`config.mk`:
```
export PLATFORM = sky130hd
export DESIGN_NAME = vic_regs
export DESIGN_NICKNAME = d
export VERILOG_FILES = /design/src/vic_pkg.sv /design/src/vic_regs.sv
export SDC_FILE = /design/constraint.sdc
export NUM_CORES = 1
export LEC_CHECK = 0
export ABC_AREA = 1
export BUFFER_PORTS_ARGS = -buffer_cell sky130_fd_sc_hd__buf_2
export CAP_MARGIN = 30
export CORE_AREA = 3 3 114 116
export CTS_CLUSTER_SIZE = 25
export DETAILED_ROUTE_END_ITERATION = 10
export DIE_AREA = 0 0 117 119
export PLACE_DENSITY = 0.64
export REMOVE_ABC_BUFFERS = 1
export SLEW_MARGIN = 10
export SYNTH_ARGS = -nofsm -noshare
export SYNTH_HDL_FRONTEND = slang
export SYNTH_SLANG_ARGS = --single-unit
```
`constraint.sdc`:
```
create_clock -name clk -period 2.79 [get_ports clk]
set_clock_uncertainty 0.15 [all_clocks]
set_input_delay 0.279 -clock clk [delete_from_list [all_inputs] [get_ports clk]]
set_output_delay 0.279 -clock clk [all_outputs]
set_load 0.005 [all_outputs]
```
`src/vic_pkg.sv`:
```
`default_nettype none
package vic_pkg;

   // -----------------------------------------------------------------
   // Coprocessor address of each register
   // -----------------------------------------------------------------
   localparam logic [3:0] VIC_CP_NUM = 4'hf;
   localparam logic [2:0] VIC_INJ_OPC1 = 3'h0;
   localparam logic [3:0] VIC_INJ_CRN = 4'hc;
   localparam logic [3:0] VIC_INJ_CRM = 4'h1;
   localparam logic [2:0] VIC_INJ_OPC2 = 3'h1;
   localparam logic [2:0] VIC_ISV_OPC1 = 3'h0;
   localparam logic [3:0] VIC_ISV_CRN = 4'hc;
   localparam logic [3:0] VIC_ISV_CRM = 4'h1;
   localparam logic [2:0] VIC_ISV_OPC2 = 3'h0;
   localparam logic [2:0] VIC_CTX_OPC1 = 3'h0;
   localparam logic [3:0] VIC_CTX_CRN = 4'hd;
   localparam logic [3:0] VIC_CTX_CRM = 4'h0;
   localparam logic [2:0] VIC_CTX_OPC2 = 3'h1;
   localparam logic [2:0] VIC_PBR_OPC1 = 3'h4;
   localparam logic [3:0] VIC_PBR_CRN = 4'hf;
   localparam logic [3:0] VIC_PBR_CRM = 4'h0;
   localparam logic [2:0] VIC_PBR_OPC2 = 3'h0;

   // -----------------------------------------------------------------
   // Field positions and reset values
   // -----------------------------------------------------------------
   localparam int VIC_ABORT_BIT = 8;
   localparam int VIC_IRQ_BIT = 7;
   localparam int VIC_FAST_BIT = 6;
   localparam int VIC_BASE_LSB = 13;
   localparam int VIC_BASE_W = 19;
   localparam logic [31:0] VIC_CTX_RESET = 32'h0000_0000;
   localparam logic [VIC_BASE_W-1:0] VIC_BASE_RESET = 19'h0_0000;

   // -----------------------------------------------------------------
   // Carriers
   // -----------------------------------------------------------------
   typedef struct packed {
      logic valid;
      logic write;
      logic [3:0] cpNum;
      logic [2:0] opc1;
      logic [3:0] crn;
      logic [3:0] crm;
      logic [2:0] opc2;
      logic [31:0] wdata;
   } vic_cp_req_s;

   typedef struct packed {
      logic valid;
      logic undef;
      logic [31:0] rdata;
   } vic_cp_rsp_s;

   // Abort, IRQ, fast interrupt, in that order
   typedef struct packed {
      logic abort;
      logic irq;
      logic fastIrq;
   } vic_exc_s;

endpackage : vic_pkg
`default_nettype wire

```
`src/vic_regs.sv`:
```
// Operation
// - Registers reachable only from privileged modes.
// - One copy of each register, shared by both security states.
// - Virtual abort bit 8 pends only with abort routing and override set.
// - Virtual abort taken only in Non-secure state with abort mask clear.
// - Virtual IRQ bit 7 pends only with IRQ routing and override set.
// - Virtual IRQ taken only in Non-secure state with IRQ mask clear.
// - Virtual fast interrupt bit 6 pends only with its routing and override.
// - Virtual fast interrupt taken only Non-secure with its mask clear.
// - Taking a virtual abort clears its request bit automatically.
// - Taking virtual IRQ or fast interrupt leaves its request bit alone.
// - Pending virtual events wake from low-power waits like physical ones.
// - Injection register sits at cp15, 0, c12, c1, 1.
// - Injection bits 31:9 and 5:0 read zero, writes ignored.
// - Whole context identifier goes to debug and trace as context tag.
// - Context identifier sits at cp15, 0, c13, c0, 1.
// - Peripheral base input bits 31:13 captured into base register on the first edge after reset release.
// - Base register read-only at cp15, 4, c15, c0, 0.
// - Status view: virtual when Non-secure, routed and overridden, else physical.
// - Status view keeps a virtual event until its request bit is cleared.
`timescale 1ns/1ps
`default_nettype none
module vic_regs
(
   // Clock and reset
   input wire logic clk,
   input wire logic rst,
   // Coprocessor transfer port
   input wire vic_pkg::vic_cp_req_s cpReq,
   input wire logic privMode,
   output vic_pkg::vic_cp_rsp_s cpRsp,
   // Security state, routing, override and status mask flags
   input wire logic nonSecure,
   input wire vic_pkg::vic_exc_s routing,
   input wire vic_pkg::vic_exc_s maskOverride,
   input wire vic_pkg::vic_exc_s maskFlag,
   // Physical exceptions pending
   input wire vic_pkg::vic_exc_s physPending,
   // Virtual exceptions offered to and taken by the core
   output vic_pkg::vic_exc_s virtTake,
   input wire vic_pkg::vic_exc_s virtTaken,
   // Interrupt status view and wake
   output vic_pkg::vic_exc_s statusView,
   output logic wakeRequest,
   // Context tag to debug and trace
   output logic [31:0] contextTag,
   // Peripheral base strap
   input wire logic [31:0] peripheralBaseInput,
   output logic [31:0] peripheralBase
);
   import vic_pkg::*;

   // -----------------------------------------------------------------
   // Decode
   // -----------------------------------------------------------------
   function automatic logic hit(input vic_cp_req_s r, input logic [2:0] o1,
                                input logic [3:0] n, input logic [3:0] m,
                                input logic [2:0] o2);
      hit = r.cpNum == VIC_CP_NUM && r.opc1 == o1 && r.crn == n
            && r.crm == m && r.opc2 == o2;
   endfunction : hit

   logic hitInj;
   logic hitIsv;
   logic hitCtx;
   logic hitPbr;
   logic reqOk;
   logic badReq;
   logic wrInj;
   logic wrCtx;

   assign hitInj = hit(cpReq, VIC_INJ_OPC1, VIC_INJ_CRN, VIC_INJ_CRM,
                       VIC_INJ_OPC2);
   assign hitIsv = hit(cpReq, VIC_ISV_OPC1, VIC_ISV_CRN, VIC_ISV_CRM,
                       VIC_ISV_OPC2);
   assign hitCtx = hit(cpReq, VIC_CTX_OPC1, VIC_CTX_CRN, VIC_CTX_CRM,
                       VIC_CTX_OPC2);
   assign hitPbr = hit(cpReq, VIC_PBR_OPC1, VIC_PBR_CRN, VIC_PBR_CRM,
                       VIC_PBR_OPC2);

   // Unknown encodings and the status view write also fault
   assign badReq = cpReq.valid && (!privMode
      || (cpReq.write && (hitPbr || hitIsv))
      || !(hitInj || hitIsv || hitCtx || hitPbr));
   assign reqOk = cpReq.valid && !badReq;
   // Security state plays no part: one shared copy
   assign wrInj = reqOk && cpReq.write && hitInj;
   assign wrCtx = reqOk && cpReq.write && hitCtx;

   // -----------------------------------------------------------------
   // Injection register
   // -----------------------------------------------------------------
   logic virtAbortRequest;
   logic virtIrqRequest;
   logic virtFastIrqRequest;

   // A software write wins over the hardware clear in the same cycle
   always_ff @(posedge clk or posedge rst)
   begin
      if (rst)
      begin
         virtAbortRequest <= 1'b0;
      end
      else if (wrInj)
      begin
         virtAbortRequest <= cpReq.wdata[VIC_ABORT_BIT];
      end
      else if (virtTaken.abort)
      begin
         virtAbortRequest <= 1'b0;
      end
   end

   // Taking these leaves the bit set; the handler clears it
   always_ff @(posedge clk or posedge rst)
   begin
      if (rst)
      begin
         virtIrqRequest <= 1'b0;
         virtFastIrqRequest <= 1'b0;
      end
      else if (wrInj)
      begin
         virtIrqRequest <= cpReq.wdata[VIC_IRQ_BIT];
         virtFastIrqRequest <= cpReq.wdata[VIC_FAST_BIT];
      end
   end

   a_inj_write: assert property (
      @(posedge clk) disable iff (rst)
      wrInj |=> virtAbortRequest == $past(cpReq.wdata[VIC_ABORT_BIT])
         && virtIrqRequest == $past(cpReq.wdata[VIC_IRQ_BIT])
         && virtFastIrqRequest == $past(cpReq.wdata[VIC_FAST_BIT]))
      else $error("injection write did not land");

   // -----------------------------------------------------------------
   // Pending, taking, status view, wake
   // -----------------------------------------------------------------
   vic_exc_s virtPend;

   assign virtPend.abort = virtAbortRequest && routing.abort
                           && maskOverride.abort;
   assign virtPend.irq = virtIrqRequest && routing.irq
                         && maskOverride.irq;
   assign virtPend.fastIrq = virtFastIrqRequest && routing.fastIrq
                             && maskOverride.fastIrq;

   assign virtTake.abort = virtPend.abort && nonSecure
                           && !maskFlag.abort;
   assign virtTake.irq = virtPend.irq && nonSecure
                         && !maskFlag.irq;
   assign virtTake.fastIrq = virtPend.fastIrq && nonSecure
                             && !maskFlag.fastIrq;

   // The view tracks the request bit, not the take, so it holds until
   // software clears the bit, or for abort until the take clears it
   assign statusView.abort = (nonSecure && routing.abort
      && maskOverride.abort) ? virtAbortRequest
      : physPending.abort;
   assign statusView.irq = (nonSecure && routing.irq
      && maskOverride.irq) ? virtIrqRequest
      : physPending.irq;
   assign statusView.fastIrq = (nonSecure && routing.fastIrq
      && maskOverride.fastIrq) ? virtFastIrqRequest
      : physPending.fastIrq;

   // Wake ignores the status masks, as physical events do
   assign wakeRequest = |virtPend || |physPending;

   a_view_secure: assert property (
      @(posedge clk) disable iff (rst)
      !nonSecure |-> statusView == physPending)
      else $error("status view not physical in Secure state");

   // -----------------------------------------------------------------
   // Context identifier
   // -----------------------------------------------------------------
   always_ff @(posedge clk or posedge rst)
   begin
      if (rst)
      begin
         contextTag <= VIC_CTX_RESET;
      end
      else if (wrCtx)
      begin
         contextTag <= cpReq.wdata;
      end
   end

   // -----------------------------------------------------------------
   // Peripheral base, caught on the first edge after reset release
   // -----------------------------------------------------------------
   logic baseCaught;

   always_ff @(posedge clk or posedge rst)
   begin
      if (rst)
      begin
         baseCaught <= 1'b0;
         peripheralBase <= {VIC_BASE_RESET, 13'h0};
      end
      else if (!baseCaught)
      begin
         baseCaught <= 1'b1;
         peripheralBase <= {peripheralBaseInput[31:VIC_BASE_LSB],
                            13'h0};
      end
   end

   // -----------------------------------------------------------------
   // Read data and answer
   // -----------------------------------------------------------------
   logic [31:0] next_rdata;

   always_comb
   begin
      next_rdata = 32'h0000_0000;
      if (hitInj)
      begin
         next_rdata[VIC_ABORT_BIT] = virtAbortRequest;
         next_rdata[VIC_IRQ_BIT] = virtIrqRequest;
         next_rdata[VIC_FAST_BIT] = virtFastIrqRequest;
      end
      else if (hitIsv)
      begin
         next_rdata[VIC_ABORT_BIT] = statusView.abort;
         next_rdata[VIC_IRQ_BIT] = statusView.irq;
         next_rdata[VIC_FAST_BIT] = statusView.fastIrq;
      end
      else if (hitCtx)
      begin
         next_rdata = contextTag;
      end
      else if (hitPbr)
      begin
         next_rdata = peripheralBase;
      end
   end

   always_ff @(posedge clk or posedge rst)
   begin
      if (rst)
      begin
         cpRsp <= '0;
      end
      else
      begin
         cpRsp.valid <= cpReq.valid;
         cpRsp.undef <= badReq;
         cpRsp.rdata <= (reqOk && !cpReq.write) ? next_rdata
                        : 32'h0000_0000;
      end
   end

   a_ctx_readback: assert property (
      @(posedge clk) disable iff (rst)
      reqOk && !cpReq.write && hitCtx
      |=> cpRsp.rdata == $past(contextTag))
      else $error("context identifier read returned wrong value");

   a_base_read: assert property (
      @(posedge clk) disable iff (rst)
      reqOk && !cpReq.write && hitPbr
      |=> cpRsp.rdata == $past(peripheralBase))
      else $error("base register read returned wrong value");

   a_fault_inert: assert property (
      @(posedge clk) disable iff (rst)
      badReq |=> $stable(contextTag) && $stable(virtIrqRequest)
         && $stable(virtFastIrqRequest))
      else $error("refused access changed a register");

   // -----------------------------------------------------------------
   // Checks
   // -----------------------------------------------------------------
   a_user_faults: assert property (
      @(posedge clk) disable iff (rst)
      cpReq.valid && !privMode |=> cpRsp.valid && cpRsp.undef
         && cpRsp.rdata == 32'h0000_0000)
      else $error("user mode access did not fault");

   a_base_readonly: assert property (
      @(posedge clk) disable iff (rst)
      cpReq.valid && privMode && cpReq.write && hitPbr
      |=> cpRsp.undef && $stable(peripheralBase))
      else $error("write to base register was not refused");

   a_abort_autoclear: assert property (
      @(posedge clk) disable iff (rst)
      virtTaken.abort && !wrInj |=> !virtAbortRequest)
      else $error("virtual abort bit not cleared on take");

   a_irq_bits_kept: assert property (
      @(posedge clk) disable iff (rst)
      (virtTaken.irq || virtTaken.fastIrq) && !wrInj
      |=> $stable(virtIrqRequest) && $stable(virtFastIrqRequest))
      else $error("virtual interrupt bit changed on take");

   a_abort_gate: assert property (
      @(posedge clk) disable iff (rst)
      virtTake.abort |-> virtAbortRequest && routing.abort
         && maskOverride.abort && nonSecure && !maskFlag.abort)
      else $error("virtual abort offered without its conditions");

   a_irq_gate: assert property (
      @(posedge clk) disable iff (rst)
      virtTake.irq |-> nonSecure && !maskFlag.irq && routing.irq
         && maskOverride.irq)
      else $error("virtual IRQ offered without its conditions");

   a_fast_gate: assert property (
      @(posedge clk) disable iff (rst)
      virtTake.fastIrq |-> nonSecure && !maskFlag.fastIrq
         && routing.fastIrq && maskOverride.fastIrq)
      else $error("virtual fast interrupt offered without conditions");

   a_reserved_zero: assert property (
      @(posedge clk) disable iff (rst)
      reqOk && !cpReq.write && hitInj
      |=> cpRsp.rdata[31:9] == 23'h00_0000 && cpRsp.rdata[5:0] == 6'h00)
      else $error("injection reserved bits not zero");

   a_ctx_tag: assert property (
      @(posedge clk) disable iff (rst)
      wrCtx |=> contextTag == $past(cpReq.wdata))
      else $error("context tag did not follow the write");

   a_view_holds: assert property (
      @(posedge clk) disable iff (rst)
      nonSecure && routing.irq && maskOverride.irq && virtIrqRequest
      |-> statusView.irq)
      else $error("status view dropped a pending virtual IRQ");

   a_base_capture: assert property (
      @(posedge clk) disable iff (rst)
      !baseCaught |=> peripheralBase[31:13] == $past(
         peripheralBaseInput[31:13]) ##1 $stable(peripheralBase))
      else $error("peripheral base not captured after reset");

   a_wake_virtual: assert property (
      @(posedge clk) disable iff (rst)
      |virtPend |-> wakeRequest)
      else $error("pending virtual event does not wake");

endmodule : vic_regs
`default_nettype wire

```
# [Word-level counts from Yosys, hierarchy flattened]
# Cells that the tools add are included.
# Widths: inputs -> output; s select.
[totals] inputBits=103 out_inout_bits=105 elab_cells=87 regBits=89
[classes] n_reduce_logical=57 mux=14 n_eq_ne=7
[op_table] operator="$mux 32" n=3
[op_table] operator="$mux 23" n=2
[op_table] operator="$logic_and 1x1->1" n=37
[op_table] operator="$eq 4x4->1 const B" n=4
[op_table] operator="$mux 6" n=2
[op_table] operator="$logic_not 1->1" n=7
[op_table] operator="$logic_or 1x1->1" n=7
[op_table] operator="$logic_not 3->1" n=2
[op_table] operator="$mux 3" n=2
[op_table] operator="$reduce_or 3->1" n=2
[op_table] operator="$mux 1" n=5
[op_table] operator="$eq 4x1->1 const B" n=1
[op_table] operator="$logic_not 4->1" n=1
[op_table] operator="$eq 3x1->1 const B" n=1
[op_table] operator="$eq 3x3->1 const B" n=1
[op_table] operator="$reduce_bool 2->1" n=1

# [Logic depth before layout (Yosys ltp)]
# Gate-level depths: netlist of the first run.
[depth] ltp_word=16 mapped_depth=12 ltp_nobuf=11

# [Worst setup path before layout of the first run]
# OpenSTA, ideal clock, no wires.
[synth_timing] path_kind="input -> register" startpoint="input cpReq[44] (netlist bit)" endpoint="register cpRsp[21] (netlist bit)" cell_stages=10 slack_ps=1040 n_path_buf=2 required_time_ps=2512 setup_ps=128 arrival_ps=1473 path_cell_list="nor2_2 -> nand2_1 -> nor2_4 -> nand3_1 -> a21oi_2 -> nor2_4 -> nand4_1 -> buf_4 -> buf_12 -> nor2_4"
[synth_via] elab_chain_cells=15 elab_cells_between_ends=31 classes_between="eq/ne: 1; mux: 5; reduce/logical: 25"
[synth_lines] element="from (decl)" line_no="vic_regs.sv:29" source="input wire vic_pkg::vic_cp_req_s cpReq,"
[synth_lines] element="$logic_not 3->1" line_no="vic_regs.sv:59" source="hit = r.cpNum == VIC_CP_NUM && r.opc1 == o1 && r.crn == n"
[synth_lines] element="$logic_and 1x1->1 (2 in series)" line_no="vic_regs.sv:59"
[synth_lines] element="$logic_and 1x1->1 (2 in series)" line_no="vic_regs.sv:60" source="&& r.crm == m && r.opc2 == o2;"
[synth_lines] element="$logic_or 1x1->1 (3 in series)" line_no="vic_regs.sv:84" source="|| !(hitInj || hitIsv || hitCtx || hitPbr));"
[synth_lines] element="$logic_not 1->1" line_no="vic_regs.sv:84"
[synth_lines] element="$logic_or 1x1->1" line_no="vic_regs.sv:84"
[synth_lines] element="$logic_and 1x1->1" line_no="vic_regs.sv:82" source="assign badReq = cpReq.valid && (!privMode"
[synth_lines] element="$logic_not 1->1" line_no="vic_regs.sv:85" source="assign reqOk = cpReq.valid && !badReq;"
[synth_lines] element="$logic_and 1x1->1" line_no="vic_regs.sv:85"
[synth_lines] element="$logic_and 1x1->1" line_no="vic_regs.sv:250" source="cpRsp.rdata <= (reqOk && !cpReq.write) ? next_rdata"
[synth_lines] element="$mux 32 *" line_no="vic_regs.sv:250"
[synth_lines] element="to (decl)" line_no="vic_regs.sv:31" source="output vic_pkg::vic_cp_rsp_s cpRsp,"
# Mark *: on every way between the ends. The rest lies on a longest branch, timed or not.
# A chain may end at the register's enable or synchronous reset.

# [Worst setup path after layout of the first run]
[layout_timing] startpoint="input cpReq[36] (netlist bit)" endpoint="register cpRsp[11] (netlist bit)"
[layout_via] elab_chain_cells=13 elab_cells_between_ends=25 classes_between="eq/ne: 1; mux: 4; reduce/logical: 20"
[layout_lines] element="$eq 4x1->1" line_no="vic_regs.sv:60"
[layout_lines] element="$logic_and 1x1->1 (2 in series)" line_no="vic_regs.sv:60"
[layout_lines] element="$logic_or 1x1->1 (3 in series)" line_no="vic_regs.sv:84"
[layout_lines] element="$logic_not 1->1" line_no="vic_regs.sv:84"
[layout_lines] element="$logic_or 1x1->1" line_no="vic_regs.sv:84"
[layout_lines] element="$logic_and 1x1->1" line_no="vic_regs.sv:82"
[layout_lines] element="$logic_not 1->1" line_no="vic_regs.sv:85"
[layout_lines] element="$logic_and 1x1->1" line_no="vic_regs.sv:85"
[layout_lines] element="$logic_and 1x1->1" line_no="vic_regs.sv:250"
[layout_lines] element="$mux 32 *" line_no="vic_regs.sv:250"
# Marks and branches as above.

==> flow_summary.yaml, run 1 <==
drt:
  drtPass1Iterations: 4
  via_count: 3658
  vias_per_cell: 4.67
  ant_nets: 0
  drc: 0
  routed_wl_um: 11200
  drt_iter0_markers: 259
  drt-wirelength-per-cell_um: 14.3
synth:
  synth_top_area_share_pct: 56.0
  synth_cell_types: 28
  ys.flop_type: "dfrtp_1"
  yosysTopAreaCell: "dfrtp_1"
  seq_area_frac_synth_pct: 56.0
  synth_area_leaders: "dfrtp_1 56%, nand2_1 9.1%, nand3_1 5.5%"
  ys_warn_count: 0
  syn_area_sq_um: 3970
  ys_ff_latch: 89
  synthCells: 453
  synth-edff-count: 0
  async_reset_ff_share_pct: 100
  syn_area_per_cell_sq_um: 8.77
clock_network:
  cts_inserted_buffers: 9
  clock-sinks: 89
  cts_buffer_depth: 2
  cts_tree: "built"
  cts_htree_levels: 3
  clockRootBuffer: "clkbuf_16"
  clkTransAtPathRegs_ns: 0.07
  insertion_delay_ns: 0.33
critical_path:
  arrival_ns: 1.97
  required_ns: 2.90
  crit_type: "in2reg"
  cp_max_fo: 30
  crit_path_end_kind: "flip-flop"
  crit_path_start_kind: "input pin"
grt:
  antenna_found_initial: 0
  use_met1_pct: 21.1
  grt_use_total_pct: 16.1
  grt_max_degree: 62
  grt_first_pass_wirelength_um: 17800
  grt_use_met3_pct: 4.22
  busiest_layer: "met2"
  grt_overflow: 0
  grt_pass1_vias: 3565
  met2_usage_pct: 26.7
finish:
  postLayoutCoreUtil_pct: 44.5
  seq_area_sq_um: 2230
  drive_above_1_share_pct: 35.8
  final_cell_mix: "179 x buf_2, 96 x nand2_1, 89 x dfrtp_1"
  num_antenna_cells: 0
  nNetsFinal: 735
  fill_cells: 1203
  syn_to_final_growth_pct: 34.6
  multi_input_area_sq_um: 1450
  final_common_cell: "buf_2"
sta:
  worst_pin_slew_ns: 0.888
  finalSetupTns_ns: 0
  relSlewSlack_pct: 40.8
  fmax_mhz: 539
  hold_viol_final: 0
  rsz0062_at_grt: "no"
  drv_slew: 0
  setup_viol: 0
  layout_min_cycle_time_ns: 1.85
  finalCritPeriodShare_pct: 66.5
power:
  cellLeakagePower_nw: 3.01
  p_int_mw: 2.18
  power_frac_clock_pct: 45.2
  netSwitchingPower_mw: 0.618
  power.density_nw_per_um2: 522
  ir_drop_uv: 214
  seq_power_share_pct: 47.8
  p_comb_share_pct: 7.0
  switching_share_pct: 22.1
floorplan:
  ioPinCount: 208
  start_util_pct: 33.1
  core_area_sq_um: 12000
  die_area_sq_um: 13900
  die_w_um: 117
  row_count: 40
  fp.dieH_um: 119
placed_design:
  place.gp.congestion: 0.799
  io_buffers: 179
  dpl.hpwl_um: 8210
min_path:
  hp-class: "in2reg"
job:
  drv_cap: 0
outcome:
  status: "finished clean"
## cell usage after synthesis (3+ instances only)
cell type,number
nand2_1,96
a21boi_0,3
nor2_1,50
buf_4,14
nand4_1,4
dfrtp_1,89
o21ai_0,39
nor2_4,12
nor2_2,4
inv_1,36
clkbuf_1,13
nor3_1,5
a21oi_1,19
nand3_1,44
buf_2,7
o22ai_1,3
## worst max-delay path: stages
cell and delay (ns):
buf_2 0.10, nor2_1 0.16, nand2_1 0.07, nor2_1 0.11, nand3_2 0.13, buf_4 0.21
inv_2 0.29, buf_4 0.37, nand2_1 0.10, nor2_1 0.12
## metal layers
metal / share of wire (%) / wire length (um)
met5: 0 / 0
met3: 8.0 / 900
met4: 1.0 / 113
met1: 43 / 4830
met2: 48 / 5390
## metrics by stage
step | power (mW) | worst slack [ns] | instances | hold slack [ns] | area [sq um]
after floorplan | 1.43 | -0.265 | 429 | 0.160 | 3810
after global placement | 1.55 | 0.570 | 766 | 0.142 | 5010
after detailed placement | 1.56 | 0.556 | 766 | 0.153 | 5010
after CTS | 2.84 | 0.906 | 784 | 0.00272 | 5350
after global routing | 2.91 | 0.702 | 784 | 0.00981 | 5350
final | 2.79 | 0.936 | 784 | 0.0171 | 5350
## path summary, 6_finish.rpt
path | start | slack [ns] | depth (start not counted) | endpoint
min in group asynchronous | rst | 0.33 | 3 | cpRsp[0]
hold reg to reg | contextTag[24] | 0.35 | 2 | contextTag[24]
setup reg to reg | baseCaught | 1.11 | 3 | peripheralBase[16]
setup / recovery | cpReq[36] | 0.94 | 10 | cpRsp[11]
hold / removal | cpReq[18] | 0.02 | 3 | contextTag[18]
max in group asynchronous | rst | 1.50 | 4 | peripheralBase[13]
## cells by family (layout without fill, tap and decap cells)
family                 count (synthesis)  after routing  synth area share (%)
flip-flops                            89             89                  56.0
other                                  2             14                 0.189
AND/OR/NAND/NOR                      222            222                  26.1
buffers and inverters                 73            245                  8.85
AO/OA/AOI/OAI                         67             67                  8.82
## flip-flops by register name, summed over array words and instances (netlist names)
register            count
baseCaught              1
virtAbortRequest        1
virtFastIrqRequest      1
cpRsp                  34
peripheralBase         19
virtIrqRequest          1
contextTag             32
## power groups by stage
stage / registers (mW) / logic (mW) / clock network [mW]
finish: 1.34 / 0.195 / 1.26
global route: 1.34 / 0.223 / 1.35
CTS: 1.34 / 0.200 / 1.30
detailed placement: 1.36 / 0.197 / 0
global placement: 1.36 / 0.193 / 0
floorplan: 1.36 / 0.0681 / 0
## final cells by class
| class | instances | area share [%] |
|---|---|---|
| clock inverters | 3 | 0.865 |
| flip-flops and latches | 89 | 41.6 |
| multi-input cells | 303 | 27.0 |
| repair buffers | 192 | 19.4 |
| well taps | 147 | 3.44 |
| clock buffers | 13 | 5.05 |
| inverters | 37 | 2.64 |
## what timing repair did
action	4_1_cts	5_1_grt
gates resized for setup	0	0
setup buffers	0	0
hold buffers	2	0
hold endpoints to repair	29	0
(Power assumes the default switching activity.)
==> run 2, diff against run 1 <==
--- a/config.mk
+++ b/config.mk
@@ -12,7 +12,7 @@
 export CTS_CLUSTER_SIZE = 25
 export DETAILED_ROUTE_END_ITERATION = 10
 export DIE_AREA = 0 0 117 119
-export PLACE_DENSITY = 0.64
+export PLACE_DENSITY = 0.62
 export REMOVE_ABC_BUFFERS = 1
 export SLEW_MARGIN = 10
 export SYNTH_ARGS = -nofsm -noshare
==> constraint.sdc (replaced) <==
create_clock -name clk -period 1.8 [get_ports clk]
set_clock_uncertainty 0.15 [all_clocks]
set_input_delay 0.18 -clock clk [delete_from_list [all_inputs] [get_ports clk]]
set_output_delay 0.18 -clock clk [all_outputs]
set_load 0.005 [all_outputs]
==> run 2 against run 1 <==
- final area up 10%
- sequential power is 54% higher
- sequential share of layout area shrank 3.8 points
- core utilization rose by 4.5 points
- critical endpoint is now wakeRequest
- die area did not move
- worst hold slack improved by 0.063 ns
==> flow_summary.yaml, run 2 (synthesized netlist as in run 1, its figures left out) <==
sta:
  finalSetupTns_ns: 0
  hold_viol_final: 0
  drv_slew: 0
  finalCritPeriodShare_pct: 92.2
  fmax_mhz: 603
  layout_min_cycle_time_ns: 1.66
  rsz0062_at_grt: "no"
  setup_viol: 0
drt:
  ant_nets: 0
  via_count: 3907
  vias_per_cell: 4.65
  routed_wl_um: 11700
  drt-wirelength-per-cell_um: 14.0
  drt_iter0_markers: 230
  drc: 0
  drtPass1Iterations: 4
clock_network:
  cts_htree_levels: 3
  cts_tree: "built"
  clock-sinks: 89
  clkTransAtPathRegs_ns: 0.06
  cts_buffer_depth: 2
  post_cts_resized: 0
  cts_inserted_buffers: 9
  clockRootBuffer: "clkbuf_16"
  insertion_delay_ns: 0.33
job:
  drv_cap: 0
floorplan:
  die_w_um: 117
  die_area_sq_um: 13900
  ioPinCount: 208
  fp.dieH_um: 119
  core_area_sq_um: 12000
  row_count: 40
  start_util_pct: 33.1
power:
  power.density_nw_per_um2: 690
  cellLeakagePower_nw: 3.25
  ir_drop_uv: 311
grt:
  grt_overflow: 0
  antenna_found_initial: 0
  grt_pass1_vias: 3943
  grt_first_pass_wirelength_um: 18900
  grt_use_total_pct: 17.1
  grt_max_degree: 90
critical_path:
  cp_slowest_stage_delay_ns: 0.40
  crit_start: "virtIrqRequest"
  crit_type: "reg2out"
  cp_max_fo: 3
  rrSetupSlack_ns: 0.46
  r2r_cells: 6
  required_ns: 1.47
  crit_path_end_kind: "output port"
  worstReg2RegEnd: "cpRsp[8]"
  cp_slowest_cell: "dfrtp_1"
  r2r_start: "virtAbortRequest"
  cp_top_family: "simple AND/OR/NAND/NOR gates"
  arrival_ns: 1.33
  crit_path_start_kind: "flip-flop"
  cp_cell_sequence: "and3_1, nor4_1, nand3b_1, buf_2"
  crit_buf_inv: 1
finish:
  fill_cells: 1148
  final_cell_mix: "179 x buf_2, 96 x nand2_1, 89 x dfrtp_1"
  final_common_cell: "buf_2"
  postLayoutCoreUtil_pct: 49.0
  num_antenna_cells: 0
  drive_above_1_share_pct: 33.5
  top_regs: "cpRsp: 34 flops, contextTag: 32 flops, peripheralBase: 19 flops"
  regMostFlops: "cpRsp"
  largest_reg_flops: 34
  nNetsFinal: 795
  syn_to_final_growth_pct: 48.1
placed_design:
  dpl.hpwl_um: 8170
  io_buffers: 179
  place.gp.congestion: 0.806
min_path:
  hold_path_end: "cpRsp[32]"
  hp-class: "in2reg"
  min_path_cells: 4
  holdCritStartpoint: "privMode"
outcome:
  status: "finished clean"
==> run 2: tightest hold or removal path: stages <==
cell and delay (ns):
buf_2 0.11, nand2_2 0.08, o21ai_0 0.09, inv_1 0.06
==> run 2: final cells by class <==
| cell class | instances | area [sq um] | area share (%) |
|---|---|---|---|
| well taps | 147 | 184 | 3.12 |
| multi-input cells | 303 | 1440 | 24.5 |
| repair buffers | 252 | 1650 | 28.1 |
| clock inverters | 2 | 10.0 | 0.170 |
| inverters | 37 | 141 | 2.40 |
| flip-flops and latches | 89 | 2230 | 37.8 |
| clock buffers | 10 | 229 | 3.89 |
==> run 2: power by group <==
group	internal, mW	total, mW	switching (mW)
Clock	0.899	1.59	0.691
Combinational	0.214	0.408	0.194
Sequential	2.04	2.06	0.0223
==> run 2: timing repair <==
action,in CTS,in global routing
hold buffers,54,0
endpoints found under the hold margin,144,0
setup buffers,0,0
==> run 2: through the flow <==
step / cells / total power, mW / setup WS, ns / instance area, sq um / hold slack [ns]
after floorplan: 429 / 2.22 / -1.16 / 3810 / 0.0614
after global placement: 774 / 2.41 / -0.0540 / 5110 / 0.178
after detailed placement: 774 / 2.42 / -0.0907 / 5110 / 0.188
after CTS: 840 / 4.12 / 0.127 / 5890 / 0.0682
after global routing: 840 / 4.27 / 0.0620 / 5890 / 0.0794
final: 840 / 4.06 / 0.140 / 5890 / 0.0803
==> run 2: metal layers <==
layer / routed length (um) / vias up / track usage (%)
met5: 0 / - / 0
met4: 300 / 0 / 7.10
met3: 724 / 23 / 3.66
met2: 5960 / 160 / 29.7
met1: 4740 / 1827 / 20.0
li1: - / 1897 / -
==> run 2: how the worst max path moves through the flow <==
stage | to | cells after the start | slack (ns)
2_1_floorplan | cpRsp[0] | 9 | -1.16
3_3_place_gp | contextTag[18] | 12 | -0.05
3_5_place_dp | contextTag[23] | 12 | -0.09
4_1_cts | wakeRequest | 4 | 0.13
5_1_grt | statusView[2] | 5 | 0.06
6_report | wakeRequest | 4 | 0.14
